**src/logic/qpct_consts.svh**
```systemverilog
// How it works
// RULE_01 - Blank leading zeros until overflow occurs
// RULE_02 - Tenth-second base on channel 1 lights decimal point
// RULE_03 - Overflow lamp blinks 1 Hz until reset
// RULE_04 - Lamp test lights every segment
// RULE_05 - Dwell waits, resets, restarts; off disables
// RULE_06 - Powers up local; host selects remote
// RULE_07 - Remote ignores all buttons except two
// RULE_08 - Counting lamp: started and master gate
// RULE_09 - Display selector steps 1 to 4, wraps
// RULE_10 - Channel 1 source: tenth, minute, external
// RULE_11 - Preset is mantissa times ten power exponent
// RULE_12 - Zero mantissa disables preset end
// RULE_13 - Stop halts counting; ignored in remote
// RULE_14 - Reset clears all four channels; local only
// RULE_15 - Count starts channels when gates permit
// RULE_16 - Master gate low inhibits all channels
// RULE_17 - Channel gate inhibits its own channel
// RULE_18 - Wide positive external pulse clears channels
// RULE_19 - Event counter host only, never displayed
// RULE_20 - Event source: pulses over 100 ns, 4 kHz
// RULE_21 - Interval output high while counting gate open
// RULE_22 - Channel 1 at preset closes all gates
// RULE_23 - Power-up: cleared, channel 1, zero presets, stopped
// RULE_24 - Auto mode bumps event counter per interval
// RULE_25 - Channel counts only with run and gates
// RULE_26 - Overflow flag sticky until channel reset
`ifndef QPCT_CONSTS_SVH
`define QPCT_CONSTS_SVH

`define CLK_PERIOD_NS   50
`define TENTH_SEC_NS    100000000
`define TICK_CYCLES     (`TENTH_SEC_NS / `CLK_PERIOD_NS)
`define MINUTE_TICKS    10'H258
`define BLINK_TICKS     3'H5
`define DWELL_BASE      7'H05
`define DWELL_STEP      7'H08
`define XRST_MIN_NS     1000
`define XRST_CYCLES     ((`XRST_MIN_NS + `CLK_PERIOD_NS - 1) / `CLK_PERIOD_NS)
`define EVT_MIN_NS      100
`define EVT_CYCLES      ((`EVT_MIN_NS + `CLK_PERIOD_NS - 1) / `CLK_PERIOD_NS)
`define PRESET_RST      4'H0
`define MANT_MAX        4'H9
`define EXP_MAX         4'H7
`define DISP_RST        2'H0
`define DISP_LAST       2'H3
`define DIGIT_MAX       4'H9
`define DP_DIGIT        1
`define BTN_COUNT       0
`define BTN_STOP        1
`define BTN_RESET       2
`define BTN_TBASE       3
`define BTN_MANT        4
`define BTN_EXP         5
`define BTN_DISP        6
`define BTN_W           7

`endif

```
**src/logic/qpct_pkg.sv**
```systemverilog
package qpct_pkg;
    typedef enum logic [1:0] {TB_TENTH, TB_MINUTE, TB_EXT} tbase_e;
    typedef enum logic [1:0] {PH_STOP, PH_COUNT, PH_DWELL} phase_e;

    typedef struct packed {
        logic [31:0] count;
        logic        ovf;
    } cnt_state_s;

    typedef struct packed {
        phase_e      phase;
        logic        remote;
        tbase_e      tbase;
        logic [1:0]  disp_sel;
        logic [3:0]  mant;
        logic [3:0]  expo;
        logic [20:0] tick_cnt;
        logic        tick;
        logic [9:0]  min_cnt;
        logic        minute;
        logic [2:0]  blink_cnt;
        logic        blink;
        logic [6:0]  dwell_cnt;
        logic [4:0]  xrst_cnt;
        logic        xrst_done;
        logic [1:0]  evt_cnt;
        logic        evt_done;
        logic [6:0]  btn_prev;
        logic [3:0]  cin_prev;
        logic        clr;
        logic        evt_inc;
        logic [3:0]  ch_inc;
        logic [55:0] disp_seg;
        logic [7:0]  disp_dp;
        logic [6:0]  sel_seg;
        logic [6:0]  mant_seg;
        logic [6:0]  exp_seg;
        logic [3:0]  ovf_led;
        logic        counting_led;
        logic        interval_out;
        logic        remote_led;
        logic        local_led;
        logic [2:0]  tbase_led;
    } core_state_s;
endpackage

```
**src/logic/decade_counter8.sv**
```systemverilog
`include "qpct_consts.svh"

module decade_counter8 (
    // Clock and reset
    input  wire logic        core_clk,
    input  wire logic        sys_rst,
    // Control
    input  wire logic        clr,
    input  wire logic        inc,
    // State
    output logic [31:0]      count,
    output logic             ovf
);
    import qpct_pkg::*;

    cnt_state_s st;
    cnt_state_s next_st;

    function automatic logic [32:0] bcd_inc(input logic [31:0] v);
        logic [31:0] r;
        logic        carry;
        r = v;
        carry = 1'B1;
        for (int i = 0; i < 8; i++) begin
            if (carry) begin
                if (r[i*4 +: 4] == `DIGIT_MAX) begin
                    r[i*4 +: 4] = 4'H0;
                end else begin
                    r[i*4 +: 4] = r[i*4 +: 4] + 4'H1;
                    carry = 1'B0;
                end
            end
        end
        return {carry, r};
    endfunction

    always_comb begin
        logic [32:0] sum;
        sum = 33'H0;
        next_st = st;
        // A clear and an increment in one cycle: clear first, then count from zero
        if (clr) begin
            next_st.count = 32'H0;
            next_st.ovf   = 1'B0;
        end
        if (inc) begin
            sum = bcd_inc(next_st.count);
            next_st.count = sum[31:0];
            if (sum[32]) begin
                next_st.ovf = 1'B1; // RULE_26
            end
        end
    end

    always_ff @(posedge core_clk or posedge sys_rst) begin
        if (sys_rst) begin
            st <= '0;
        end else begin
            st <= next_st;
        end
    end

    assign count = st.count;
    assign ovf   = st.ovf;
endmodule

```
**src/logic/quad_preset_counter_timer.sv**
```systemverilog
`include "qpct_consts.svh"

module quad_preset_counter_timer #(
    parameter int TICK_CYCLES = `TICK_CYCLES
) (
    // Clock and reset
    input  wire logic        core_clk,
    input  wire logic        sys_rst,
    // Front panel buttons, high while pressed
    input  wire logic        btn_count,
    input  wire logic        btn_stop,
    input  wire logic        btn_reset,
    input  wire logic        btn_tbase,
    input  wire logic        btn_mant,
    input  wire logic        btn_exp,
    input  wire logic        btn_disp,
    input  wire logic        btn_lamp_test,
    input  wire logic [3:0]  dwell_sel,
    // Host control strobes and levels
    input  wire logic        host_remote,
    input  wire logic        host_local,
    input  wire logic        host_count,
    input  wire logic        host_stop,
    input  wire logic        host_reset,
    input  wire logic        host_event_auto,
    input  wire logic        host_event_ext,
    input  wire logic        host_event_clear,
    // Rear panel signals
    input  wire logic        master_gate,
    input  wire logic [3:0]  channel_gate,
    input  wire logic [3:1]  counter_input,
    input  wire logic        external_timer_input,
    input  wire logic        ext_reset_in,
    input  wire logic        event_input,
    // Displays and lamps
    output logic [55:0]      disp_seg,
    output logic [7:0]       disp_dp,
    output logic [6:0]       sel_seg,
    output logic [6:0]       mant_seg,
    output logic [6:0]       exp_seg,
    output logic [3:0]       ovf_led,
    output logic             counting_led,
    output logic             remote_led,
    output logic             local_led,
    output logic [2:0]       tbase_led,
    output logic             interval_out,
    // Host readback
    output logic [31:0]      event_count,
    output logic             event_ovf
);
    import qpct_pkg::*;

    core_state_s st;
    core_state_s next_st;
    logic [31:0] ch_count [4];
    logic [3:0]  ch_ovf;
    logic [31:0] preset_bcd;
    logic        preset_hit;
    logic        end_now;
    logic [6:0]  btn_now;
    logic [6:0]  press;
    logic [6:0]  lpress;

    function automatic logic [6:0] seg7(input logic [3:0] d);
        case (d)
            4'H0:    return 7'H3F;
            4'H1:    return 7'H06;
            4'H2:    return 7'H5B;
            4'H3:    return 7'H4F;
            4'H4:    return 7'H66;
            4'H5:    return 7'H6D;
            4'H6:    return 7'H7D;
            4'H7:    return 7'H07;
            4'H8:    return 7'H7F;
            4'H9:    return 7'H6F;
            default: return 7'H00;
        endcase
    endfunction

    function automatic logic rising(input logic now, input logic prev);
        return now && !prev;
    endfunction

    genvar g;
    generate
        for (g = 0; g < 4; g++) begin : gen_ch
            decade_counter8 u_ch (
                .core_clk (core_clk),
                .sys_rst  (sys_rst),
                .clr      (st.clr),
                .inc      (st.ch_inc[g]),
                .count    (ch_count[g]),
                .ovf      (ch_ovf[g])
            );
        end
    endgenerate

    // Kept apart from the display path on purpose
    decade_counter8 u_event (
        .core_clk (core_clk),
        .sys_rst  (sys_rst),
        .clr      (host_event_clear),
        .inc      (st.evt_inc),
        .count    (event_count),
        .ovf      (event_ovf)
    ); // RULE_19

    assign btn_now = {btn_disp, btn_exp, btn_mant, btn_tbase, btn_reset, btn_stop, btn_count};
    always_comb begin
        for (int i = 0; i < `BTN_W; i++) begin
            press[i] = rising(btn_now[i], st.btn_prev[i]);
        end
    end
    assign lpress = st.remote ? (press & (7'H1 << `BTN_DISP)) : press; // RULE_07

    always_comb begin
        preset_bcd = 32'H0;
        preset_bcd[st.expo[2:0]*4 +: 4] = st.mant; // RULE_11
    end
    assign preset_hit = (st.mant != `PRESET_RST) && (ch_count[0] == preset_bcd); // RULE_12
    // A pending clear still shows the old count; ending on it would loop the dwell
    assign end_now    = (st.phase == PH_COUNT) && preset_hit && !st.clr; // RULE_22

    always_comb begin
        logic [31:0] shown;
        logic        keep;
        logic        run;
        logic        ch1_edge;
        next_st = st;
        shown = 32'H0;
        keep = 1'B0;
        run = 1'B0;
        ch1_edge = 1'B0;
        next_st.btn_prev = btn_now;
        next_st.cin_prev = {counter_input, external_timer_input};
        next_st.clr = 1'B0;
        next_st.evt_inc = 1'B0;

        // Time base: tenth-second ticks, minute ticks and a 1 Hz blink phase
        next_st.tick = 1'B0;
        next_st.minute = 1'B0;
        if (st.tick_cnt == 21'(TICK_CYCLES - 1)) begin
            next_st.tick_cnt = 21'H0;
            next_st.tick = 1'B1;
        end else begin
            next_st.tick_cnt = st.tick_cnt + 21'H1;
        end
        if (st.tick) begin
            if (st.min_cnt == 10'(`MINUTE_TICKS - 10'H1)) begin
                next_st.min_cnt = 10'H0;
                next_st.minute = 1'B1;
            end else begin
                next_st.min_cnt = st.min_cnt + 10'H1;
            end
            if (st.blink_cnt == 3'(`BLINK_TICKS - 3'H1)) begin
                next_st.blink_cnt = 3'H0;
                next_st.blink = !st.blink; // RULE_03
            end else begin
                next_st.blink_cnt = st.blink_cnt + 3'H1;
            end
        end

        if (host_remote) begin
            next_st.remote = 1'B1; // RULE_06
        end else if (host_local) begin
            next_st.remote = 1'B0;
        end

        if (lpress[`BTN_DISP]) begin
            next_st.disp_sel = (st.disp_sel == `DISP_LAST) ? `DISP_RST
                             : st.disp_sel + 2'H1; // RULE_09
        end
        if (lpress[`BTN_TBASE]) begin
            case (st.tbase)
                TB_TENTH:  next_st.tbase = TB_MINUTE;
                TB_MINUTE: next_st.tbase = TB_EXT;
                default:   next_st.tbase = TB_TENTH;
            endcase // RULE_10
        end
        if (lpress[`BTN_MANT]) begin
            next_st.mant = (st.mant == `MANT_MAX) ? `PRESET_RST : st.mant + 4'H1; // RULE_11
        end
        if (lpress[`BTN_EXP]) begin
            next_st.expo = (st.expo == `EXP_MAX) ? `PRESET_RST : st.expo + 4'H1; // RULE_11
        end

        // External reset acts once per pulse, only after the minimum width
        if (!ext_reset_in) begin
            next_st.xrst_cnt = 5'H0;
            next_st.xrst_done = 1'B0;
        end else if (st.xrst_cnt != 5'(`XRST_CYCLES)) begin
            next_st.xrst_cnt = st.xrst_cnt + 5'H1;
        end else if (!st.xrst_done) begin
            next_st.xrst_done = 1'B1;
            next_st.clr = 1'B1; // RULE_18
        end

        // Sequencer
        case (st.phase)
            PH_STOP: begin
                if ((lpress[`BTN_COUNT] || host_count) && master_gate) begin
                    next_st.phase = PH_COUNT; // RULE_15
                end
            end
            PH_COUNT: begin
                if (lpress[`BTN_STOP] || host_stop) begin
                    next_st.phase = PH_STOP; // RULE_13
                end else if (end_now) begin
                    next_st.evt_inc = host_event_auto; // RULE_24
                    if (dwell_sel != 4'H0) begin
                        next_st.phase = PH_DWELL; // RULE_05
                        next_st.dwell_cnt = `DWELL_BASE
                                          + 7'(dwell_sel - 4'H1) * `DWELL_STEP;
                    end else begin
                        next_st.phase = PH_STOP;
                    end
                end
            end
            PH_DWELL: begin
                if (lpress[`BTN_STOP] || host_stop) begin
                    next_st.phase = PH_STOP;
                end else if (st.tick) begin
                    if (st.dwell_cnt == 7'H0) begin
                        next_st.clr = 1'B1; // RULE_05
                        next_st.phase = PH_COUNT;
                    end else begin
                        next_st.dwell_cnt = st.dwell_cnt - 7'H1;
                    end
                end
            end
            default: next_st.phase = PH_STOP;
        endcase
        if (lpress[`BTN_RESET] || host_reset) begin
            next_st.clr = 1'B1; // RULE_14
            next_st.phase = PH_STOP; // RULE_08
        end

        // Event input: qualify width, count once per pulse when in external mode
        if (!event_input) begin
            next_st.evt_cnt = 2'H0;
            next_st.evt_done = 1'B0;
        end else if (st.evt_cnt != 2'(`EVT_CYCLES)) begin
            next_st.evt_cnt = st.evt_cnt + 2'H1;
        end else if (!st.evt_done) begin
            next_st.evt_done = 1'B1;
            next_st.evt_inc = next_st.evt_inc || host_event_ext;
        end

        // Channel edges, gated by run state, master gate and own gate
        run = (st.phase == PH_COUNT) && master_gate && !end_now && !next_st.clr; // RULE_16
        case (st.tbase)
            TB_TENTH:  ch1_edge = st.tick;
            TB_MINUTE: ch1_edge = st.minute;
            default:   ch1_edge = rising(external_timer_input, st.cin_prev[0]);
        endcase
        next_st.ch_inc[0] = run && channel_gate[0] && ch1_edge; // RULE_25
        for (int i = 1; i < 4; i++) begin
            next_st.ch_inc[i] = run && channel_gate[i]
                              && rising(counter_input[i], st.cin_prev[i]); // RULE_17
        end

        // Lamps and outputs, all registered
        next_st.counting_led = (next_st.phase == PH_COUNT) && master_gate; // RULE_08
        next_st.interval_out = (next_st.phase == PH_COUNT) && master_gate; // RULE_21
        next_st.remote_led = next_st.remote;
        next_st.local_led = !next_st.remote;
        next_st.tbase_led = 3'H1 << next_st.tbase;
        for (int i = 0; i < 4; i++) begin
            next_st.ovf_led[i] = ch_ovf[i] && st.blink; // RULE_03
        end

        shown = ch_count[st.disp_sel];
        keep = ch_ovf[st.disp_sel]; // RULE_01
        for (int i = 7; i >= 0; i--) begin
            keep = keep || (shown[i*4 +: 4] != 4'H0) || (i == 0)
                 || (i == `DP_DIGIT && st.disp_sel == `DISP_RST && st.tbase == TB_TENTH);
            next_st.disp_seg[i*7 +: 7] = keep ? seg7(shown[i*4 +: 4]) : 7'H00; // RULE_01
        end
        next_st.disp_dp = 8'H0;
        if (st.disp_sel == `DISP_RST && st.tbase == TB_TENTH) begin
            next_st.disp_dp[`DP_DIGIT] = 1'B1; // RULE_02
        end
        next_st.sel_seg = seg7({2'H0, st.disp_sel} + 4'H1);
        next_st.mant_seg = seg7(st.mant);
        next_st.exp_seg = seg7(st.expo);
        if (btn_lamp_test) begin
            next_st.disp_seg = '1; // RULE_04
            next_st.disp_dp = '1;
            next_st.sel_seg = '1;
            next_st.mant_seg = '1;
            next_st.exp_seg = '1;
        end
    end

    always_ff @(posedge core_clk or posedge sys_rst) begin
        if (sys_rst) begin
            st <= '0; // RULE_23
            st.local_led <= 1'B1;
            st.tbase_led <= 3'H1;
        end else begin
            st <= next_st;
        end
    end

    assign disp_seg     = st.disp_seg;
    assign disp_dp      = st.disp_dp;
    assign sel_seg      = st.sel_seg;
    assign mant_seg     = st.mant_seg;
    assign exp_seg      = st.exp_seg;
    assign ovf_led      = st.ovf_led;
    assign counting_led = st.counting_led;
    assign remote_led   = st.remote_led;
    assign local_led    = st.local_led;
    assign tbase_led    = st.tbase_led;
    assign interval_out = st.interval_out;
endmodule

```
**config.mk**
```make
export PLATFORM = sky130hd
export DESIGN_NAME = quad_preset_counter_timer
export DESIGN_NICKNAME = d
export VERILOG_FILES = /design/src/logic/qpct_pkg.sv /design/src/logic/decade_counter8.sv /design/src/logic/quad_preset_counter_timer.sv
export VERILOG_INCLUDE_DIRS = /design/src /design/src/logic
export SDC_FILE = /design/constraint.sdc
export NUM_CORES = 1
export LEC_CHECK = 0
export BUFFER_PORTS_ARGS = -buffer_cell sky130_fd_sc_hd__clkbuf_2
export CAP_MARGIN = 30
export CORE_MARGIN = 3
export CORE_UTILIZATION = 40
export DETAILED_ROUTE_END_ITERATION = 7
export PLACE_DENSITY = 0.6
export SLEW_MARGIN = 5
export SYNTH_ARGS = -nofsm -noshare
export SYNTH_HDL_FRONTEND = slang
export SYNTH_SLANG_ARGS = --single-unit
```
**constraint.sdc**
```tcl
create_clock -name core_clk -period 14 [get_ports core_clk]
set_input_delay 2.1 -clock core_clk [delete_from_list [all_inputs] [get_ports core_clk]]
set_output_delay 2.1 -clock core_clk [all_outputs]
set_load 0.02 [all_outputs]
```
==> results_dict.tcl <==
set metrics [dict create \
    port_buffers 161 \
    yosysSeqAreaShare 0.438 \
    yosys_warnings 0 \
    syn_avg_cell_area_um2 9.31 \
    most-common-layout-cells "333 x sky130_fd_sc_hd__dfrtp_1, 210 x sky130_fd_sc_hd__nor2_1, 189 x sky130_fd_sc_hd__nand2_1" \
    run_status "complete, no violations" \
    wirelength_mm 45.4 \
    routed-via-count 14531 \
    vias_per_cell 5.29 \
    seq_power_share 0.417 \
    final_hold_viol_count 0 \
    distinct_cell_type_count_after_synthesis 74 \
    cts_buffers 39 \
    antenna_found_initial 1 \
    worst_path_largest_cell_delay_ns 0.63 \
    max_clock_freq_ghz 0.222 \
    pwr_density_cell_nw_per_um2 126 \
    area_of_the_die_um2 50800 \
    initial_cell_density_of_the_core 0.410 \
    final_min_period_over_clock_period 0.322 \
    critical-path-top-delay-family "simple AND/OR/NAND/NOR gates" \
    cts_hold_buf 0 \
    timing_worst_slew_pin_value_ns 1.00 \
    ys_ff_latch 337 \
    switching_power_w 0.000825 \
    timing.hold.worst.class "reg2reg" \
    drt.antenna.violating_nets 0 \
    critical_path_buf_inv_count 1 \
    insertion_delay_ns 0.57 \
    switching_share 0.309 \
    report.final.slew_viol_count 0 \
    finalNonFillerCells 2749 \
    placementRows 79 \
    global_route.overflow_total 0 \
    cp-start-kind "primary input" \
    clk_pin_slew_ns 0.06 \
    mostFrequentLayoutCell "sky130_fd_sc_hd__dfrtp_1" \
    critical_path.slowest_cell "sky130_fd_sc_hd__nor4_1" \
    synth_top_flop_cell "sky130_fd_sc_hd__dfrtp_1" \
    p_comb_frac 0.198 \
    cts_post_setup_buffers_inserted 0 \
    setup_tns_ns 0 \
    static-leakage-power_nw 9.10 \
    antennaDiodeCount 0 \
    share_of_synthesized_flip_flops_with_an_asynchronous_set_or_reset 1.00 \
    clkSinkCount 337 \
    drt_drc_violations_left 0 \
    cp_cell_sequence "clkbuf_2 > nand2b_1 > nor4_1 > nand4b_1 > nor2_1 > and2_0 > nand3b_1 > xor2_1 > nor2_1" \
    floorplan.die.height_um 225 \
    ioPinCount 162 \
    layout.filler_cells 4509 \
    power.clock.fraction 0.384 \
    maximum_count_of_clock_buffers_along_a_single_path 3 \
    routed_len_inst_um 16.5 \
    worstPathMaxFanout 38 \
    flow.area_growth_from_synthesis_pct 10.3 \
    htree_num_levels 2 \
    drive_above_1_share 0.141 \
    clockRootBuffer "sky130_fd_sc_hd__clkbuf_16" \
    core_um2 47100 \
    syn-num-nets 2167 \
    time_the_final_worst_path_needs_with_i_o_delays_and_setup_ns 4.50 \
    routabilityCongestion 0.864 \
    die_width_um 225 \
    place_ws_ns 8.97 \
    vdd.ir_drop.worst_mv 0.105 \
    placed_area_um2 19900 \
    arrival_ns 4.93 \
    setup_ws_ns 9.50 \
    final_setup_vio_count 0 \
    maxCapViolations 0 \
    drt_pass1_iterations 5 \
    grt_pass1_wl_mm 73.8 \
    grt_setup_unrepaired "no" \
    worst-endpoint-required_ns 14.42 \
    synth_edf_count 0 \
    dp.final_hpwl_mm 32.6 \
    finalClockSkew_ns 0.0305 \
    drt-initial-drc-count 1043 \
    cts_tree "yes" \
    worst_slew_margin_rel 0.330 \
    nets 2210 \
    synth_area_um2 19300 \
    first_global_vias 13988 \
    endpoint_class_of_the_critical_path "flip-flop" \
    dp.cells 2677 \
    critical_path.most_common_cell "sky130_fd_sc_hd__nor2_1" \
    grt_start_max_net_pins 125 \
    syn-instance-count 2069 \
    critical_path_class "in2reg" \
    groute.usage.overall 0.178 \
    intPower_w 0.00184 \
    power_w 0.00267 \
    finalInstanceArea_um2 21300 \
    postCtsResizedCells 0 \
]
## layer usage
layer / routed length [um] / track usage
met5: 0 / 0
met4: 1010 / 0.0498
met3: 2040 / 0.0307
met2: 21700 / 0.297
met1: 20600 / 0.241
## power groups by stage
stage | registers [W] | logic, W | clock network, W
CTS | 0.00111 | 0.000532 | 0.00106
finish | 0.00111 | 0.000530 | 0.00103
detailed placement | 0.00113 | 0.000530 | 0
floorplan | 0.00109 | 0.000471 | 0
global route | 0.00113 | 0.000589 | 0.00109
global placement | 0.00113 | 0.000524 | 0
## state kept, by name, indices dropped and copies added, names as in the netlist, 2 cells and up
signal / count
disp_dp: 2
disp_seg: 56
exp_seg: 7
gen_ch.u_ch.count: 128
gen_ch.u_ch.ovf: 4
mant_seg: 7
ovf_led: 4
sel_seg: 6
st: 84
tbase_led: 3
u_event.count: 32
## area by class of cell
| type | instances | area [um2] | share of cell area |
|---|---|---|---|
| multi-input combinational | 1466 | 9480 | 0.446 |
| sequential | 337 | 8440 | 0.397 |
| clock buffer | 58 | 1120 | 0.0526 |
| timing repair buffer | 172 | 928 | 0.0437 |
| tap | 607 | 759 | 0.0357 |
| inverter | 96 | 368 | 0.0173 |
| clock inverter | 13 | 160 | 0.00754 |
## path summary, 6_finish.rpt
| kind | to | from | cells after the start | slack [ns] |
|---|---|---|---|---|
| worst max-delay path | u_event.count[28]$_DFF_PP0_ | host_event_clear | 9 | 9.50 |
| worst min-delay path | st[99]$_DFF_PP0_ | st[105]$_DFF_PP0_ | 1 | 0.40 |
| worst max register to register | st[99]$_DFF_PP0_ | st[166]$_DFFE_PP0P_ | 11 | 9.62 |
| worst min register to register | st[99]$_DFF_PP0_ | st[105]$_DFF_PP0_ | 1 | 0.40 |
| max in group asynchronous | st[114]$_DFFE_PP0P_ | sys_rst | 5 | 10.29 |
| min in group asynchronous | sel_seg[2]$_DFF_PP0_ | sys_rst | 2 | 1.73 |
## through the flow
stage | hold slack [ns] | util
floorplan | 0.384 | -
global placement | 0.389 | 0.423
detailed placement | 0.392 | 0.424
CTS | 0.403 | 0.451
global route | 0.413 | 0.452
finish | 0.404 | 0.452
## worst register-to-register path, stage by stage (launching register included)
cell and delay (ns):
sky130_fd_sc_hd__dfrtp_1 0.65, sky130_fd_sc_hd__inv_1 0.20, sky130_fd_sc_hd__ha_1 0.30, sky130_fd_sc_hd__ha_1 0.50
sky130_fd_sc_hd__nor4_1 0.80, sky130_fd_sc_hd__nand3_1 0.24, sky130_fd_sc_hd__xnor2_1 0.20, sky130_fd_sc_hd__nand2b_1 0.15
sky130_fd_sc_hd__or4_1 0.41, sky130_fd_sc_hd__nor3_1 0.43, sky130_fd_sc_hd__or4_1 0.31, sky130_fd_sc_hd__nor3_1 0.08
## synth_stat cells (all sizes together), types with 10 or more instances
| cell type | n | area [um2] |
|---|---|---|
| a21oi | 110 | 554 |
| a31oi | 10 | 62.6 |
| and2 | 20 | 125 |
| and3 | 20 | 125 |
| buf | 105 | 754 |
| clkbuf | 65 | 244 |
| dfrtp | 335 | 8380 |
| ha | 65 | 813 |
| inv | 94 | 353 |
| mux2i | 25 | 250 |
| mux4 | 33 | 743 |
| nand2 | 190 | 716 |
| nand2b | 51 | 319 |
| nand3 | 63 | 315 |
| nand3b | 16 | 120 |
| nand4 | 30 | 203 |
| nor2 | 210 | 788 |
| nor2b | 81 | 507 |
| nor3 | 48 | 262 |
| nor3b | 34 | 255 |
| nor4 | 15 | 143 |
| o21ai | 165 | 826 |
| o31ai | 13 | 97.6 |
| or3 | 19 | 119 |
| or4 | 10 | 78.8 |
| xnor2 | 72 | 631 |
| xor2 | 49 | 429 |
## kinds of logic (layout without fill, tap and decap cells)
| group | Yosys count | after routing | share of synthesized area |
|---|---|---|---|
| xor gates and xnor gates | 121 | 121 | 0.0550 |
| muxes | 65 | 65 | 0.0556 |
| and+or+nand+nor | 852 | 852 | 0.232 |
| buffers and inverters | 266 | 339 | 0.0705 |
| DFF | 337 | 337 | 0.438 |
| adders and majority gates | 65 | 65 | 0.0422 |
| AOI/OAI and AO/OA | 363 | 363 | 0.107 |
Power figures use the tool's default switching activity.
